### config.mk
export PLATFORM = sky130hd
export DESIGN_NAME = isc_collector
export DESIGN_NICKNAME = d
export VERILOG_FILES = /design/src/shared/isc_pkg.sv /design/src/verilog/isc_collector.sv
export SDC_FILE = /design/constraint.sdc
export NUM_CORES = 1
export LEC_CHECK = 0
export ABC_AREA = 1
export BUFFER_PORTS_ARGS = -buffer_cell sky130_fd_sc_hd__buf_4
export CAP_MARGIN = 20
export CORE_MARGIN = 3
export CORE_UTILIZATION = 23
export CTS_BUF_LIST = sky130_fd_sc_hd__clkbuf_16
export DETAILED_ROUTE_END_ITERATION = 6
export RECOVER_POWER = 25
export SYNTH_ARGS = -nofsm -noshare
export SYNTH_HDL_FRONTEND = slang
export SYNTH_SLANG_ARGS = --single-unit
export TNS_END_PERCENT = 100
### constraint.sdc
create_clock -name clk -period 1.6 [get_ports clk]
set_input_delay 0.24 -clock clk [delete_from_list [all_inputs] [get_ports clk]]
set_output_delay 0.24 -clock clk [all_outputs]
set_load 0.05 [all_outputs]
### src/shared/isc_pkg.sv
// Package with register map, field positions and event carrier of the interrupt status collector.
package isc_pkg;

  ////////////////////////////////////////////////////////////////////////////
  // Register map.
  localparam int ISC_ADDR_W = 8;
  localparam logic [ISC_ADDR_W-1:0] ISC_OFF_STATUS = 8'h58;
  localparam logic [ISC_ADDR_W-1:0] ISC_OFF_MASK = 8'h5c;
  localparam logic [ISC_ADDR_W-1:0] ISC_OFF_IO_CFG = 8'h60;
  localparam logic [ISC_ADDR_W-1:0] ISC_OFF_BYTE_TEST = 8'h64;

  ////////////////////////////////////////////////////////////////////////////
  // Status bit positions.
  localparam int ISC_B_SW = 31;
  localparam int ISC_B_TX_HALT = 25;
  localparam int ISC_B_RX_HALT = 24;
  localparam int ISC_B_DROP_MID = 23;
  localparam int ISC_B_TX_DONE = 21;
  localparam int ISC_B_RX_DMA = 20;
  localparam int ISC_B_TIMER = 19;
  localparam int ISC_B_XCVR = 18;
  localparam int ISC_B_WAKE = 17;
  localparam int ISC_B_TSF_OVF = 16;
  localparam int ISC_B_OVERSIZE = 15;
  localparam int ISC_B_RX_ERR = 14;
  localparam int ISC_B_TX_ERR = 13;
  localparam int ISC_B_TDF_UNDER = 11;
  localparam int ISC_B_TDF_OVER = 10;
  localparam int ISC_B_TDF_SPACE = 9;
  localparam int ISC_B_TSF_FULL = 8;
  localparam int ISC_B_TSF_LEVEL = 7;
  localparam int ISC_B_DROPPED = 6;
  localparam int ISC_B_RDF_LEVEL = 5;
  localparam int ISC_B_RSF_FULL = 4;
  localparam int ISC_B_RSF_LEVEL = 3;
  localparam int ISC_B_IO_LSB = 0;
  localparam int ISC_IO_PINS = 3;

  ////////////////////////////////////////////////////////////////////////////
  // Field masks, reset values and event thresholds.
  localparam logic [31:0] ISC_IMPL_MASK = 32'h83bf_efff;
  localparam logic [31:0] ISC_W1C_MASK = 32'h83bb_efff;
  localparam logic [31:0] ISC_STATUS_RST = 32'h0000_0000;
  localparam logic [31:0] ISC_MASK_RST = 32'h0000_0000;
  localparam logic [2:0] ISC_IO_CFG_RST = 3'h0;
  localparam logic [31:0] ISC_BYTE_TEST_VAL = 32'h8765_4321;
  localparam logic [31:0] ISC_DROP_BEFORE_MID = 32'h7fff_ffff;
  localparam logic [31:0] ISC_DROP_MID = 32'h8000_0000;
  localparam logic [15:0] ISC_TIMER_ZERO = 16'h0000;
  localparam logic [15:0] ISC_TIMER_WRAP = 16'hffff;
  localparam int ISC_LEN_W = 14;
  localparam logic [ISC_LEN_W-1:0] ISC_OVERSIZE_LEN = 14'h0800;
  localparam int ISC_LVL_N = 8;

  ////////////////////////////////////////////////////////////////////////////
  // Event and condition inputs from the engines, all on the device clock.
  typedef struct packed {
    logic tx_stop_req;
    logic tx_halted;
    logic rx_halted;
    logic tx_buf_loaded;
    logic completion_notify_marker;
    logic rx_dma_done;
    logic transceiver_event;
    logic wake_event;
    logic tsf_push;
    logic tsf_full;
    logic rx_frame_end;
    logic rx_error;
    logic tx_error;
    logic tdf_underrun;
    logic tdf_write;
    logic tdf_full;
    logic tsf_level_hit;
    logic rdf_level_hit;
    logic rsf_full;
    logic rsf_level_hit;
    logic frame_dropped;
  } isc_evt_t;

endpackage

### src/verilog/isc_collector.sv
// Interrupt status collector with its APB register slave.
`timescale 1ns/10ps
// What this block does
// - Writing one clears a clearable status bit; writing zero leaves it.
// - Software flag bit 31 is set while software enable is high.
// - Bit 25 sets when stop transmit is requested and transmitter has halted.
// - Bit 24 sets when the receive engine halts.
// - Bit 23 sets when drop counter steps from 7fffffff to 80000000.
// - Bit 21 sets when a marked transmit buffer finishes loading.
// - Bit 20 sets when the programmed receive DMA amount has moved.
// - Bit 19 sets when the timer wraps from zero to ffff.
// - Bit 18 is read only and mirrors the transceiver event.
// - Bit 17 sets on wake events regardless of wake output; one clears.
// - Wake interrupt is flag bit 17 gated by its enable bit, with no delay.
// - Bit 16 sets on a push into a full transmit status FIFO.
// - Bit 15 sets when a received packet exceeds 2048 bytes.
// - Bit 14 flags receive errors, bit 13 transmit errors.
// - Bit 11 sets on transmit data FIFO underrun.
// - Bit 10 sets on a write into a full transmit data FIFO.
// - Bit 9 sets when transmit free space exceeds the programmed level.
// - Bit 8 sets on transmit status full, bit 4 on receive status full.
// - Bits 7, 5 and 3 set when their FIFO reaches its level.
// - Bit 6 sets whenever an incoming frame is dropped.
// - Bits 2-0 latch I/O pin events per pin configuration; one clears.
// - Flags other than bit 31 record events whatever the enable mask holds.
// - Master interrupt is high while any enabled flag is active.
module isc_collector
  import isc_pkg::*;
(
  // Clock and reset.
  input wire logic clk,
  input wire logic rst,
  // APB slave.
  input wire logic psel,
  input wire logic penable,
  input wire logic pwrite,
  input wire logic [ISC_ADDR_W-1:0] paddr,
  input wire logic [31:0] pwdata,
  output logic [31:0] prdata,
  output logic pready,
  output logic pslverr,
  // Engine events and conditions.
  input wire isc_evt_t evt,
  input wire logic [31:0] drop_count,
  input wire logic [15:0] timer_count,
  input wire logic [ISC_LEN_W-1:0] rx_frame_len,
  input wire logic [7:0] tx_free_space,
  input wire logic [7:0] tx_space_level,
  input wire logic enter_low_power,
  // Pins.
  input wire logic [ISC_IO_PINS-1:0] io_pins,
  // Interrupt and power outputs.
  output logic irq_master,
  output logic wake_irq,
  output logic low_power,
  output logic software_event_enable
);

  ////////////////////////////////////////////////////////////////////////////
  // Register state.
  logic [31:0] sts_q, sts_d;
  logic [31:0] mask_q, mask_d;
  logic [ISC_IO_PINS-1:0] io_cfg_q, io_cfg_d;
  logic [31:0] prdata_q, prdata_d;
  logic low_power_q, low_power_d;
  logic [ISC_LVL_N-1:0] lvl_q, lvl_d;
  logic drop_at_max_q, drop_at_max_d;
  logic timer_at_zero_q, timer_at_zero_d;
  logic [ISC_IO_PINS-1:0] io_meta_q, io_sync_q, io_prev_q;

  logic setup_ph;
  logic wr_acc;
  logic wr_sts;
  logic wr_mask;
  logic wr_io_cfg;
  logic wr_byte_test;
  logic mapped;
  logic [31:0] set_vec;
  logic [31:0] clr_vec;
  logic [ISC_LVL_N-1:0] lvl_now;
  logic [ISC_LVL_N-1:0] lvl_rise;
  logic [ISC_IO_PINS-1:0] io_rise;
  logic [ISC_IO_PINS-1:0] io_fall;

  ////////////////////////////////////////////////////////////////////////////
  // Bus decode.
  assign setup_ph = psel && !penable;
  assign wr_acc = psel && penable && pwrite;
  assign mapped = (paddr == ISC_OFF_STATUS) || (paddr == ISC_OFF_MASK) ||
                  (paddr == ISC_OFF_IO_CFG) || (paddr == ISC_OFF_BYTE_TEST);
  assign wr_sts = wr_acc && (paddr == ISC_OFF_STATUS);
  assign wr_mask = wr_acc && (paddr == ISC_OFF_MASK);
  assign wr_io_cfg = wr_acc && (paddr == ISC_OFF_IO_CFG);
  assign wr_byte_test = wr_acc && (paddr == ISC_OFF_BYTE_TEST);

  // The slave never inserts wait states.
  assign pready = 1'b1;
  assign pslverr = psel && penable && !mapped;
  assign prdata = prdata_q;

  // Read data is captured in the setup phase so the access phase sees flops.
  always_comb begin
    prdata_d = prdata_q;
    if (setup_ph) begin
      unique case (paddr)
        ISC_OFF_STATUS: prdata_d = sts_q;
        ISC_OFF_MASK: prdata_d = mask_q;
        ISC_OFF_IO_CFG: prdata_d = {29'h0000_0000, io_cfg_q};
        ISC_OFF_BYTE_TEST: prdata_d = ISC_BYTE_TEST_VAL;
        default: prdata_d = 32'h0000_0000;
      endcase
    end
  end

  always_ff @(posedge clk) begin
    if (rst) begin
      prdata_q <= 32'h0000_0000;
    end else begin
      prdata_q <= prdata_d;
    end
  end

  ////////////////////////////////////////////////////////////////////////////
  // Pin synchroniser; the second stage and its delayed copy feed the edge logic.
  always_ff @(posedge clk) begin
    if (rst) begin
      io_meta_q <= 3'h0;
      io_sync_q <= 3'h0;
      io_prev_q <= 3'h0;
    end else begin
      io_meta_q <= io_pins;
      io_sync_q <= io_meta_q;
      io_prev_q <= io_sync_q;
    end
  end

  assign io_rise = io_sync_q & ~io_prev_q;
  assign io_fall = ~io_sync_q & io_prev_q;

  ////////////////////////////////////////////////////////////////////////////
  // Level conditions whose rising edge sets a flag.
  always_comb begin
    lvl_now = '0;
    lvl_now[0] = evt.tx_stop_req && evt.tx_halted;
    lvl_now[1] = evt.rx_halted;
    lvl_now[2] = tx_free_space > tx_space_level;
    lvl_now[3] = evt.tsf_full;
    lvl_now[4] = evt.rsf_full;
    lvl_now[5] = evt.tsf_level_hit;
    lvl_now[6] = evt.rdf_level_hit;
    lvl_now[7] = evt.rsf_level_hit;
  end

  assign lvl_rise = lvl_now & ~lvl_q;
  assign lvl_d = lvl_now;
  assign drop_at_max_d = drop_count == ISC_DROP_BEFORE_MID;
  assign timer_at_zero_d = timer_count == ISC_TIMER_ZERO;

  always_ff @(posedge clk) begin
    if (rst) begin
      lvl_q <= '0;
      drop_at_max_q <= 1'b0;
      timer_at_zero_q <= 1'b0;
    end else begin
      lvl_q <= lvl_d;
      drop_at_max_q <= drop_at_max_d;
      timer_at_zero_q <= timer_at_zero_d;
    end
  end

  ////////////////////////////////////////////////////////////////////////////
  // Set vector, independent of the enable mask except software flag bit 31.
  // mask consulted for bit 31 only
  always_comb begin
    set_vec = 32'h0000_0000;
    set_vec[ISC_B_SW] = mask_q[ISC_B_SW];
    set_vec[ISC_B_TX_HALT] = lvl_rise[0];
    set_vec[ISC_B_RX_HALT] = lvl_rise[1];
    set_vec[ISC_B_DROP_MID] = drop_at_max_q && (drop_count == ISC_DROP_MID);
    set_vec[ISC_B_TX_DONE] = evt.tx_buf_loaded && evt.completion_notify_marker;
    set_vec[ISC_B_RX_DMA] = evt.rx_dma_done;
    set_vec[ISC_B_TIMER] = timer_at_zero_q && (timer_count == ISC_TIMER_WRAP);
    set_vec[ISC_B_WAKE] = evt.wake_event;
    set_vec[ISC_B_TSF_OVF] = evt.tsf_push && evt.tsf_full;
    set_vec[ISC_B_OVERSIZE] = evt.rx_frame_end && (rx_frame_len > ISC_OVERSIZE_LEN);
    set_vec[ISC_B_RX_ERR] = evt.rx_error;
    set_vec[ISC_B_TX_ERR] = evt.tx_error;
    set_vec[ISC_B_TDF_UNDER] = evt.tdf_underrun;
    set_vec[ISC_B_TDF_OVER] = evt.tdf_write && evt.tdf_full;
    set_vec[ISC_B_TDF_SPACE] = lvl_rise[2];
    set_vec[ISC_B_TSF_FULL] = lvl_rise[3];
    set_vec[ISC_B_RSF_FULL] = lvl_rise[4];
    set_vec[ISC_B_TSF_LEVEL] = lvl_rise[5];
    set_vec[ISC_B_RDF_LEVEL] = lvl_rise[6];
    set_vec[ISC_B_RSF_LEVEL] = lvl_rise[7];
    set_vec[ISC_B_DROPPED] = evt.frame_dropped;
    // pin events, rising edge when the config bit is one, falling otherwise
    set_vec[ISC_B_IO_LSB +: ISC_IO_PINS] = (io_cfg_q & io_rise) | (~io_cfg_q & io_fall);
  end

  ////////////////////////////////////////////////////////////////////////////
  // Status, mask and configuration registers.
  // write one clears
  assign clr_vec = wr_sts ? (pwdata & ISC_W1C_MASK) : 32'h0000_0000;

  always_comb begin
    sts_d = (sts_q & ~clr_vec) | set_vec;
    sts_d[ISC_B_XCVR] = evt.transceiver_event;
    sts_d = sts_d & ISC_IMPL_MASK;
    mask_d = wr_mask ? (pwdata & ISC_IMPL_MASK) : mask_q;
    io_cfg_d = wr_io_cfg ? pwdata[ISC_IO_PINS-1:0] : io_cfg_q;
  end

  always_ff @(posedge clk) begin
    if (rst) begin
      sts_q <= ISC_STATUS_RST;
      mask_q <= ISC_MASK_RST;
      io_cfg_q <= ISC_IO_CFG_RST;
    end else begin
      sts_q <= sts_d;
      mask_q <= mask_d;
      io_cfg_q <= io_cfg_d;
    end
  end

  ////////////////////////////////////////////////////////////////////////////
  // Low power state.
  always_comb begin
    low_power_d = low_power_q;
    if (enter_low_power) begin
      low_power_d = 1'b1;
    end
    if (wr_byte_test) begin
      low_power_d = 1'b0;
    end
  end

  always_ff @(posedge clk) begin
    if (rst) begin
      low_power_q <= 1'b0;
    end else begin
      low_power_q <= low_power_d;
    end
  end

  ////////////////////////////////////////////////////////////////////////////
  // Outputs.
  // enabled flag active
  assign irq_master = |(sts_q & mask_q);
  assign wake_irq = sts_q[ISC_B_WAKE] && mask_q[ISC_B_WAKE];
  assign low_power = low_power_q;
  assign software_event_enable = mask_q[ISC_B_SW];

  ////////////////////////////////////////////////////////////////////////////
  // Assertions.
  logic [31:0] clr_only;
  assign clr_only = clr_vec & ~set_vec;

  AST_W1C_CLEAR: assert property (@(posedge clk) disable iff (rst)
    wr_sts |=> ((sts_q & $past(clr_only) & ISC_W1C_MASK) == 32'h0000_0000))
    else $error("status bit written with one did not clear");

  AST_W0_HOLDS: assert property (@(posedge clk) disable iff (rst)
    (wr_sts && !pwdata[ISC_B_TX_DONE] && sts_q[ISC_B_TX_DONE]) |=> sts_q[ISC_B_TX_DONE])
    else $error("status bit written with zero changed");

  AST_SW_SET: assert property (@(posedge clk) disable iff (rst)
    mask_q[ISC_B_SW] |=> sts_q[ISC_B_SW])
    else $error("software flag not set while enabled");

  AST_TX_HALT: assert property (@(posedge clk) disable iff (rst)
    (evt.tx_stop_req && evt.tx_halted && !lvl_q[0]) |=> sts_q[ISC_B_TX_HALT])
    else $error("transmit halted flag missing");

  AST_DROP_MID: assert property (@(posedge clk) disable iff (rst)
    (drop_count == ISC_DROP_BEFORE_MID) ##1 (drop_count == ISC_DROP_MID) |=> sts_q[ISC_B_DROP_MID])
    else $error("drop counter midpoint flag missing");

  AST_TIMER_WRAP: assert property (@(posedge clk) disable iff (rst)
    (timer_count == ISC_TIMER_ZERO) ##1 (timer_count == ISC_TIMER_WRAP) |=> sts_q[ISC_B_TIMER])
    else $error("timer wrap flag missing");

  AST_XCVR_MIRROR: assert property (@(posedge clk) disable iff (rst)
    $past(!rst) |-> (sts_q[ISC_B_XCVR] == $past(evt.transceiver_event)))
    else $error("transceiver bit does not follow its source");

  AST_WAKE_KEEPS_SLEEP: assert property (@(posedge clk) disable iff (rst)
    (low_power_q && evt.wake_event && !wr_byte_test) |=> low_power_q)
    else $error("wake event left low power");

  AST_BYTE_TEST_WAKES: assert property (@(posedge clk) disable iff (rst)
    (low_power_q && wr_byte_test) |=> (!low_power_q && sts_q[ISC_B_XCVR] == $past(evt.transceiver_event)))
    else $error("byte test write did not leave low power");

  AST_WAKE_IRQ: assert property (@(posedge clk) disable iff (rst)
    (evt.wake_event && mask_q[ISC_B_WAKE] && !wr_mask) |=> wake_irq && irq_master)
    else $error("wake interrupt delayed");

  AST_OVERSIZE: assert property (@(posedge clk) disable iff (rst)
    (evt.rx_frame_end && rx_frame_len == 14'h0801) |=> sts_q[ISC_B_OVERSIZE])
    else $error("oversize flag missing");

  AST_NOT_OVERSIZE: assert property (@(posedge clk) disable iff (rst)
    (!sts_q[ISC_B_OVERSIZE] && evt.rx_frame_end && rx_frame_len == ISC_OVERSIZE_LEN) |=> !sts_q[ISC_B_OVERSIZE])
    else $error("oversize flag set at exactly the limit");

  AST_MASK_FREE: assert property (@(posedge clk) disable iff (rst)
    (evt.rx_error && !mask_q[ISC_B_RX_ERR] && !wr_mask) |=> (sts_q[ISC_B_RX_ERR] && !mask_q[ISC_B_RX_ERR]))
    else $error("masked source not recorded");

  AST_IRQ_ENABLED: assert property (@(posedge clk) disable iff (rst)
    (sts_q[ISC_B_RX_ERR] && mask_q[ISC_B_RX_ERR]) |-> irq_master)
    else $error("master interrupt low with an enabled flag");

  AST_SET_WINS: assert property (@(posedge clk) disable iff (rst)
    (evt.frame_dropped && wr_sts && pwdata[ISC_B_DROPPED]) |=> sts_q[ISC_B_DROPPED])
    else $error("event lost under clear");

  AST_RESERVED_ZERO: assert property (@(posedge clk) disable iff (rst)
    ((sts_q | mask_q) & ~ISC_IMPL_MASK) == 32'h0000_0000)
    else $error("reserved bit set");

  AST_PIN_EVENT: assert property (@(posedge clk) disable iff (rst)
    (io_cfg_q[1] && io_rise[1]) |=> sts_q[ISC_B_IO_LSB + 1])
    else $error("pin event not latched");

  AST_PIN_FALL: assert property (@(posedge clk) disable iff (rst)
    (!io_cfg_q[0] && io_fall[0]) |=> sts_q[ISC_B_IO_LSB])
    else $error("falling pin event not latched");

  AST_RX_HALT: assert property (@(posedge clk) disable iff (rst)
    (evt.rx_halted && !lvl_q[1]) |=> sts_q[ISC_B_RX_HALT])
    else $error("receive halted flag missing");

  AST_TX_DONE: assert property (@(posedge clk) disable iff (rst)
    (evt.tx_buf_loaded && evt.completion_notify_marker) |=> sts_q[ISC_B_TX_DONE])
    else $error("transmit buffer done flag missing");

  AST_TSF_OVF: assert property (@(posedge clk) disable iff (rst)
    (evt.tsf_push && evt.tsf_full) |=> sts_q[ISC_B_TSF_OVF])
    else $error("transmit status overflow flag missing");

  AST_TDF_OVER: assert property (@(posedge clk) disable iff (rst)
    (evt.tdf_write && evt.tdf_full) |=> sts_q[ISC_B_TDF_OVER])
    else $error("transmit data overrun flag missing");

  AST_SPACE: assert property (@(posedge clk) disable iff (rst)
    ((tx_free_space > tx_space_level) && !lvl_q[2]) |=> sts_q[ISC_B_TDF_SPACE])
    else $error("transmit space flag missing");

  AST_DROPPED: assert property (@(posedge clk) disable iff (rst)
    evt.frame_dropped |=> sts_q[ISC_B_DROPPED])
    else $error("frame dropped flag missing");

endmodule

* Word-level counts from Yosys, hierarchy flattened
Cells that the tools add are included.
Widths: inputs -> output; s select.
** Operators by class
- $lt $le $gt $ge :: 2
- Equal/unequal tests :: 7
- Muxes and demuxes :: 2
- Bitwise logic cells :: 14
- Reduce and logical (&&, ||, !) cells :: 24
** Operators with widths (number)
- $pmux 32 s4 :: 1
- $and 32x32->32 :: 2
- $eq 32x31->1 const B :: 1
- $eq 32x32->1 const B :: 1
- $eq 8x7->1 const B :: 4
- $mux 32 :: 1
- $not 32->32 :: 1
- $or 32x32->32 :: 1
- $reduce_or 32->1 :: 1
- $eq 16x16->1 const B :: 1
- $logic_and 1x1->1 :: 16
- $logic_not 16->1 :: 1
- $gt 14x12->1 const B :: 1
- $and 3x3->3 :: 4
- $not 3->3 :: 3
- $and 8x8->8 :: 1
- $gt 8x8->1 :: 1
- $not 8->8 :: 1
- $logic_or 1x1->1 :: 3
- $or 3x3->3 :: 1
- $logic_not 1->1 :: 2
- $reduce_or 2->1 :: 1
** Storage, ports and cells
- Register bits :: 112
- Bits of input ports :: 148
- Output and inout port bits :: 38
- Word-level logic and storage cells :: 61

* Longest topological paths before layout
- Depth after elaboration :: 7
- Depth in mapped cells :: 10
- Gate-level depth less buffers :: 9

* Worst setup path before layout
OpenSTA, ideal clock, no wires.
- Kind :: in2out
- From :: input paddr[0]
- To :: output pslverr
- Data arrival time :: 1.699 ns
- Path slack :: -0.339 ns
- Cell stages on the path :: 9
- Buffers on the path :: 2
- Path through :: inv_1 > nand2_1 > nor2_4 > and2_1 > buf_6 > buf_4 > nor2_1 > nand3b_1 > nor2_1
** Between the ends
- Word-level cells in the longest chain between the ends :: 6
- Elaborated cells between the ends (all ways) :: 9
** RTL lines
- start: declaration :: line isc_collector.sv:37 : input wire logic [ISC_ADDR_W-1:0] paddr,
- $eq 8x7->1 :: line isc_collector.sv:89 : assign mapped = (paddr == ISC_OFF_STATUS) || (paddr == ISC_OFF_MASK) ||
- $logic_or 1x1->1 (2 in series) :: line isc_collector.sv:89
- $logic_or 1x1->1 (*) :: line isc_collector.sv:90 : (paddr == ISC_OFF_IO_CFG) || (paddr == ISC_OFF_BYTE_TEST);
- $logic_not 1->1 (*) :: line isc_collector.sv:98 : assign pslverr = psel && penable && !mapped;
- $logic_and 1x1->1 (*) :: line isc_collector.sv:98
- end: declaration :: line isc_collector.sv:41 : output logic pslverr,
Every way passes the cells marked *; elsewhere a longest branch is shown, timed or not.

* Worst setup path in the final report
- From :: register sts_q[8]
- To :: output irq_master
** Between the ends
- Word-level cells in the longest chain between the ends :: 2
** RTL lines
- start: declaration :: line isc_collector.sv:61 : logic [31:0] sts_q, sts_d;
- start signal: assignment :: line isc_collector.sv:220 : sts_q <= sts_d;
- $and 32x32->32 :: line isc_collector.sv:249 : assign irq_master = |(sts_q & mask_q);
- $reduce_or 32->1 :: line isc_collector.sv:249
- end: declaration :: line isc_collector.sv:53 : output logic irq_master,
Every way passes these cells.

==> run_summary.xml <==
<?xml version="1.0" encoding="UTF-8"?>
<metrics>
  <group name="cts">
    <metric name="max-clock-path-buffers" unit="">2</metric>
    <metric name="post_cts_hold_buffer_count" unit="">0</metric>
    <metric name="htree_levels" unit="">3</metric>
    <metric name="clk-insertion-delay-late" unit="ns">0.36</metric>
    <metric name="clk_pin_slew" unit="ns">0.07</metric>
    <metric name="clock_sinks" unit="">99</metric>
    <metric name="cts.root.buffer_cell" unit="">sky130_fd_sc_hd__clkbuf_16</metric>
    <metric name="tritoncts" unit="">built</metric>
    <metric name="numCtsBuffers" unit="">9</metric>
  </group>
  <group name="sta">
    <metric name="report.final.hold_viol_count" unit="">0</metric>
    <metric name="tightestPinTransition" unit="ns">1.08</metric>
    <metric name="postLayoutSetupSlackWorst" unit="ns">-0.0653</metric>
    <metric name="timing.final.max_slew_violations" unit="">0</metric>
    <metric name="final-setup-viol-count" unit="">2</metric>
    <metric name="final.setup_skew" unit="ns">0.0105</metric>
    <metric name="slew_headroom" unit="%">27.9</metric>
    <metric name="period_minus_slack" unit="ns">1.67</metric>
    <metric name="setup_repair_after_global_routing_missed_its_margin" unit="">yes</metric>
    <metric name="max_clock_freq" unit="MHz">600</metric>
    <metric name="final_min_period_over_clock_period" unit="%">104</metric>
  </group>
  <group name="finish">
    <metric name="final-instance-count-excl-fill" unit="">1135</metric>
    <metric name="area_growth_syn_to_layout" unit="%">42.6</metric>
    <metric name="utilization" unit="%">33.8</metric>
    <metric name="fillerInstances" unit="">2200</metric>
    <metric name="drive_gt1_share" unit="%">26.6</metric>
    <metric name="multi_input_logic_area" unit="µm²">2270</metric>
    <metric name="insertedDiodeCount" unit="">0</metric>
    <metric name="area.sequential" unit="µm²">1990</metric>
    <metric name="stdcell_area" unit="µm²">6640</metric>
    <metric name="finish.net_count" unit="">1021</metric>
  </group>
  <group name="placement">
    <metric name="preCtsSetupSlack" unit="ns">-0.0515</metric>
    <metric name="gpl.final_weighted_congestion" unit="">0.839</metric>
    <metric name="placement.cell_area" unit="µm²">6360</metric>
    <metric name="placed_cells_incl_taps" unit="">1119</metric>
    <metric name="buffer_ports.inserted" unit="">172</metric>
    <metric name="detailed_place_hpwl" unit="µm">12200</metric>
  </group>
  <group name="routing">
    <metric name="dr_total_vias" unit="">4930</metric>
    <metric name="detail_route.first_pass.iterations" unit="">5</metric>
    <metric name="detailedRoute.firstIterationViolations" unit="">340</metric>
    <metric name="via_per_inst" unit="">4.34</metric>
    <metric name="wl_per_cell" unit="µm">13.8</metric>
    <metric name="ant_nets" unit="">0</metric>
    <metric name="drcViolationCount" unit="">0</metric>
    <metric name="finalWirelength" unit="µm">15700</metric>
  </group>
  <group name="logic_synthesis">
    <metric name="ys_dominant_reg_cell" unit="">sky130_fd_sc_hd__dfxtp_1</metric>
    <metric name="synth_area_leaders" unit="">sky130_fd_sc_hd__dfxtp_1 43%, sky130_fd_sc_hd__nand2_1 15%, sky130_fd_sc_hd__a21oi_1 8.6%</metric>
    <metric name="syn_inst" unit="">684</metric>
    <metric name="synth_top_cells_by_count" unit="">180 x sky130_fd_sc_hd__nand2_1, 99 x sky130_fd_sc_hd__dfxtp_1, 84 x sky130_fd_sc_hd__nor2_1</metric>
    <metric name="synth.ff_latch_count" unit="">99</metric>
    <metric name="synth_edf_count" unit="">0</metric>
    <metric name="post_synth_instance_area" unit="µm²">4660</metric>
    <metric name="most_repeated_cell_in_the_gate_level_netlist_after_synthesis" unit="">sky130_fd_sc_hd__nand2_1</metric>
    <metric name="sequential_to_total_area_share_from_yosys_stat" unit="%">42.5</metric>
    <metric name="post-synth-top-area-fraction" unit="%">42.5</metric>
    <metric name="synthesis.area_per_instance" unit="µm²">6.81</metric>
    <metric name="synth_cell_type_count" unit="">28</metric>
    <metric name="ys.warnings.count" unit="">0</metric>
    <metric name="synth_top_area_cell" unit="">sky130_fd_sc_hd__dfxtp_1</metric>
    <metric name="proportion_of_synthesized_flip_flops_having_asynchronous_set_or_reset" unit="%">0</metric>
  </group>
  <group name="power">
    <metric name="power.density_cell_area" unit="nW/µm²">809</metric>
    <metric name="cellLeakagePower" unit="nW">2.93</metric>
    <metric name="vdd_ir_drop_max" unit="V">0.000500</metric>
  </group>
  <group name="grt">
    <metric name="grt_antenna_before_repair" unit="">0</metric>
    <metric name="vias_in_the_first_global_route" unit="">4619</metric>
    <metric name="global_route_wire_length_before_repair" unit="µm">24100</metric>
    <metric name="global_route.overflow_total" unit="">0</metric>
    <metric name="groute.usage.overall" unit="%">14.1</metric>
    <metric name="largest_net_degree_at_the_start_of_global_routing" unit="">52</metric>
  </group>
  <group name="outcome">
    <metric name="run_status" unit="">finished, violations left</metric>
    <metric name="violations_in_the_final_reports" unit="">setup timing</metric>
  </group>
  <group name="die">
    <metric name="num_rows" unit="">51</metric>
    <metric name="number_of_top_level_pins" unit="">186</metric>
    <metric name="fp.coreArea" unit="µm²">19700</metric>
    <metric name="initial_utilization" unit="%">23.7</metric>
    <metric name="die_area" unit="µm²">22000</metric>
    <metric name="die_height" unit="µm">148</metric>
    <metric name="chipWidth" unit="µm">148</metric>
  </group>
  <group name="critical_path">
    <metric name="start_kind" unit="">flop</metric>
    <metric name="worstPathMaxFanout" unit="">3</metric>
    <metric name="cp.required" unit="ns">1.36</metric>
    <metric name="setup.worst_path.class" unit="">reg2out</metric>
    <metric name="critical_path_arrival" unit="ns">1.43</metric>
    <metric name="crit_path_end_kind" unit="">output port</metric>
  </group>
  <group name="worst_hold_path">
    <metric name="worstHoldPathType" unit="">in2reg</metric>
  </group>
  <group name="flow_run">
    <metric name="max_cap_violations" unit="">0</metric>
  </group>
</metrics>
layout make-up:
type	count	area share, %
Clock buffer	9	3.39
Multi-Input combinational cell	486	34.2
Timing Repair Buffer	203	22.9
Sequential cell	99	29.9
Tap cell	265	4.99
Clock inverter	7	0.904
Inverter	66	3.73
logic make-up (layout without fill, tap and decap cells):
family / Yosys count / in the layout / synth area share, %
AND/OR/NAND/NOR: 359 / 359 / 32.7
adder cells (fa/ha/maj): 8 / 8 / 2.15
AO/OA/AOI/OAI: 113 / 113 / 12.6
buffers and inverters: 103 / 285 / 9.83
flip-flops: 99 / 99 / 42.5
other: 2 / 6 / 0.161
path summary, 6_finish.rpt:
| path | start | to | slack (ns) | cells after the start |
|---|---|---|---|---|
| worst max register to register | sts_q[4]$_SDFF_PP0_ | prdata[4]$_SDFFE_PP0P_ | 0.50 | 5 |
| worst min-delay path | io_pins[2] | io_meta_q[2]$_SDFF_PP0_ | 0.09 | 3 |
| worst max-delay path | sts_q[8]$_SDFF_PP0_ | irq_master | -0.07 | 7 |
| worst min register to register | io_meta_q[0]$_SDFF_PP0_ | io_sync_q[0]$_SDFF_PP0_ | 0.40 | 2 |
report_power, final:
part / switching [mW] / internal [mW]
sequential: 0.0431 / 2.53
clock: 0.942 / 1.20
combinational: 0.334 / 0.332
per-layer routing:
metal / share of wire [%] / vias up / GRT usage (%)
met5: 0 / - / 0
met4: 1.4 / 0 / 4.16
met3: 7.5 / 13 / 3.66
met2: 45 / 169 / 21.9
met1: 46 / 2187 / 19.2
li1: - / 2561 / -
sequential cells by signal, indices dropped and copies added (netlist names):
signal / cells
io_sync_q: 3
timer_at_zero_q: 1
io_meta_q: 3
mask_q: 25
low_power: 1
sts_q: 25
drop_at_max_q: 1
io_prev_q: 3
prdata: 26
lvl_q: 8
io_cfg_q: 3
metrics by stage:
| step | hold WS (ns) | TNS, ns | power (mW) |
|---|---|---|---|
| finish | 0.0868 | -0.0941 | 5.38 |
| global route | 0.0855 | -0.403 | 5.60 |
| CTS | 0.0749 | -0.0902 | 5.45 |
| detailed placement | 0.394 | -0.139 | 3.30 |
| global placement | 0.394 | -0.0857 | 3.29 |
| floorplan | 0.347 | 0 | 2.90 |
critical path: stages, from the launching register on:
cell                       delay [ns]
sky130_fd_sc_hd__dfxtp_2         0.34
sky130_fd_sc_hd__nand2_2         0.07
sky130_fd_sc_hd__nand2_2         0.04
sky130_fd_sc_hd__a221oi_2        0.16
sky130_fd_sc_hd__nand2_1         0.07
sky130_fd_sc_hd__nor2_1          0.10
sky130_fd_sc_hd__nand2_1         0.11
sky130_fd_sc_hd__buf_6           0.18
layout by cell type (no fill, tap or decap):
| cell | netlist | layout |
|---|---|---|
| sky130_fd_sc_hd__o22ai_1 | 2 | 2 |
| sky130_fd_sc_hd__buf_6 | 2 | 2 |
| sky130_fd_sc_hd__nand3b_1 | 1 | 1 |
| sky130_fd_sc_hd__nand2_1 | 180 | 175 |
| sky130_fd_sc_hd__o21a_1 | 1 | 1 |
| sky130_fd_sc_hd__nor3_1 | 6 | 5 |
| sky130_fd_sc_hd__nor2_1 | 84 | 83 |
| sky130_fd_sc_hd__clkbuf_2 | 0 | 3 |
| sky130_fd_sc_hd__clkinv_1 | 0 | 1 |
| sky130_fd_sc_hd__ha_1 | 8 | 8 |
| sky130_fd_sc_hd__and2_4 | 0 | 1 |
| sky130_fd_sc_hd__a21oi_1 | 80 | 80 |
| sky130_fd_sc_hd__clkbuf_4 | 0 | 2 |
| sky130_fd_sc_hd__o21ai_0 | 24 | 24 |
| sky130_fd_sc_hd__dfxtp_1 | 99 | 95 |
| sky130_fd_sc_hd__clkbuf_16 | 0 | 9 |
| sky130_fd_sc_hd__and2_1 | 2 | 1 |
| sky130_fd_sc_hd__dfxtp_2 | 0 | 4 |
| sky130_fd_sc_hd__clkinv_2 | 0 | 2 |
| sky130_fd_sc_hd__inv_1 | 64 | 66 |
| sky130_fd_sc_hd__inv_2 | 2 | 2 |
| sky130_fd_sc_hd__clkbuf_1 | 14 | 7 |
| sky130_fd_sc_hd__a22oi_1 | 1 | 1 |
| sky130_fd_sc_hd__nor2_4 | 3 | 3 |
| sky130_fd_sc_hd__a221oi_2 | 0 | 2 |
| sky130_fd_sc_hd__buf_4 | 12 | 187 |
| sky130_fd_sc_hd__o221ai_1 | 1 | 1 |
| sky130_fd_sc_hd__inv_6 | 0 | 1 |
| sky130_fd_sc_hd__o211ai_1 | 2 | 2 |
| sky130_fd_sc_hd__nand2_2 | 2 | 7 |
| sky130_fd_sc_hd__nor4_1 | 2 | 2 |
| sky130_fd_sc_hd__conb_1 | 2 | 6 |
| sky130_fd_sc_hd__nand3_1 | 57 | 57 |
| sky130_fd_sc_hd__nor3_2 | 0 | 1 |
| sky130_fd_sc_hd__nand4_1 | 21 | 21 |
| sky130_fd_sc_hd__nor2_2 | 1 | 2 |
| sky130_fd_sc_hd__bufinv_16 | 0 | 1 |
| sky130_fd_sc_hd__buf_12 | 0 | 2 |
repair_timing:
action                                  4_1_cts  5_1_grt
gates resized for setup                       7        8
buffers inserted                              0        0
pin swaps                                     0        4
endpoints found under the setup margin        1        2
No activity file was read; power rests on OpenSTA's default activity.
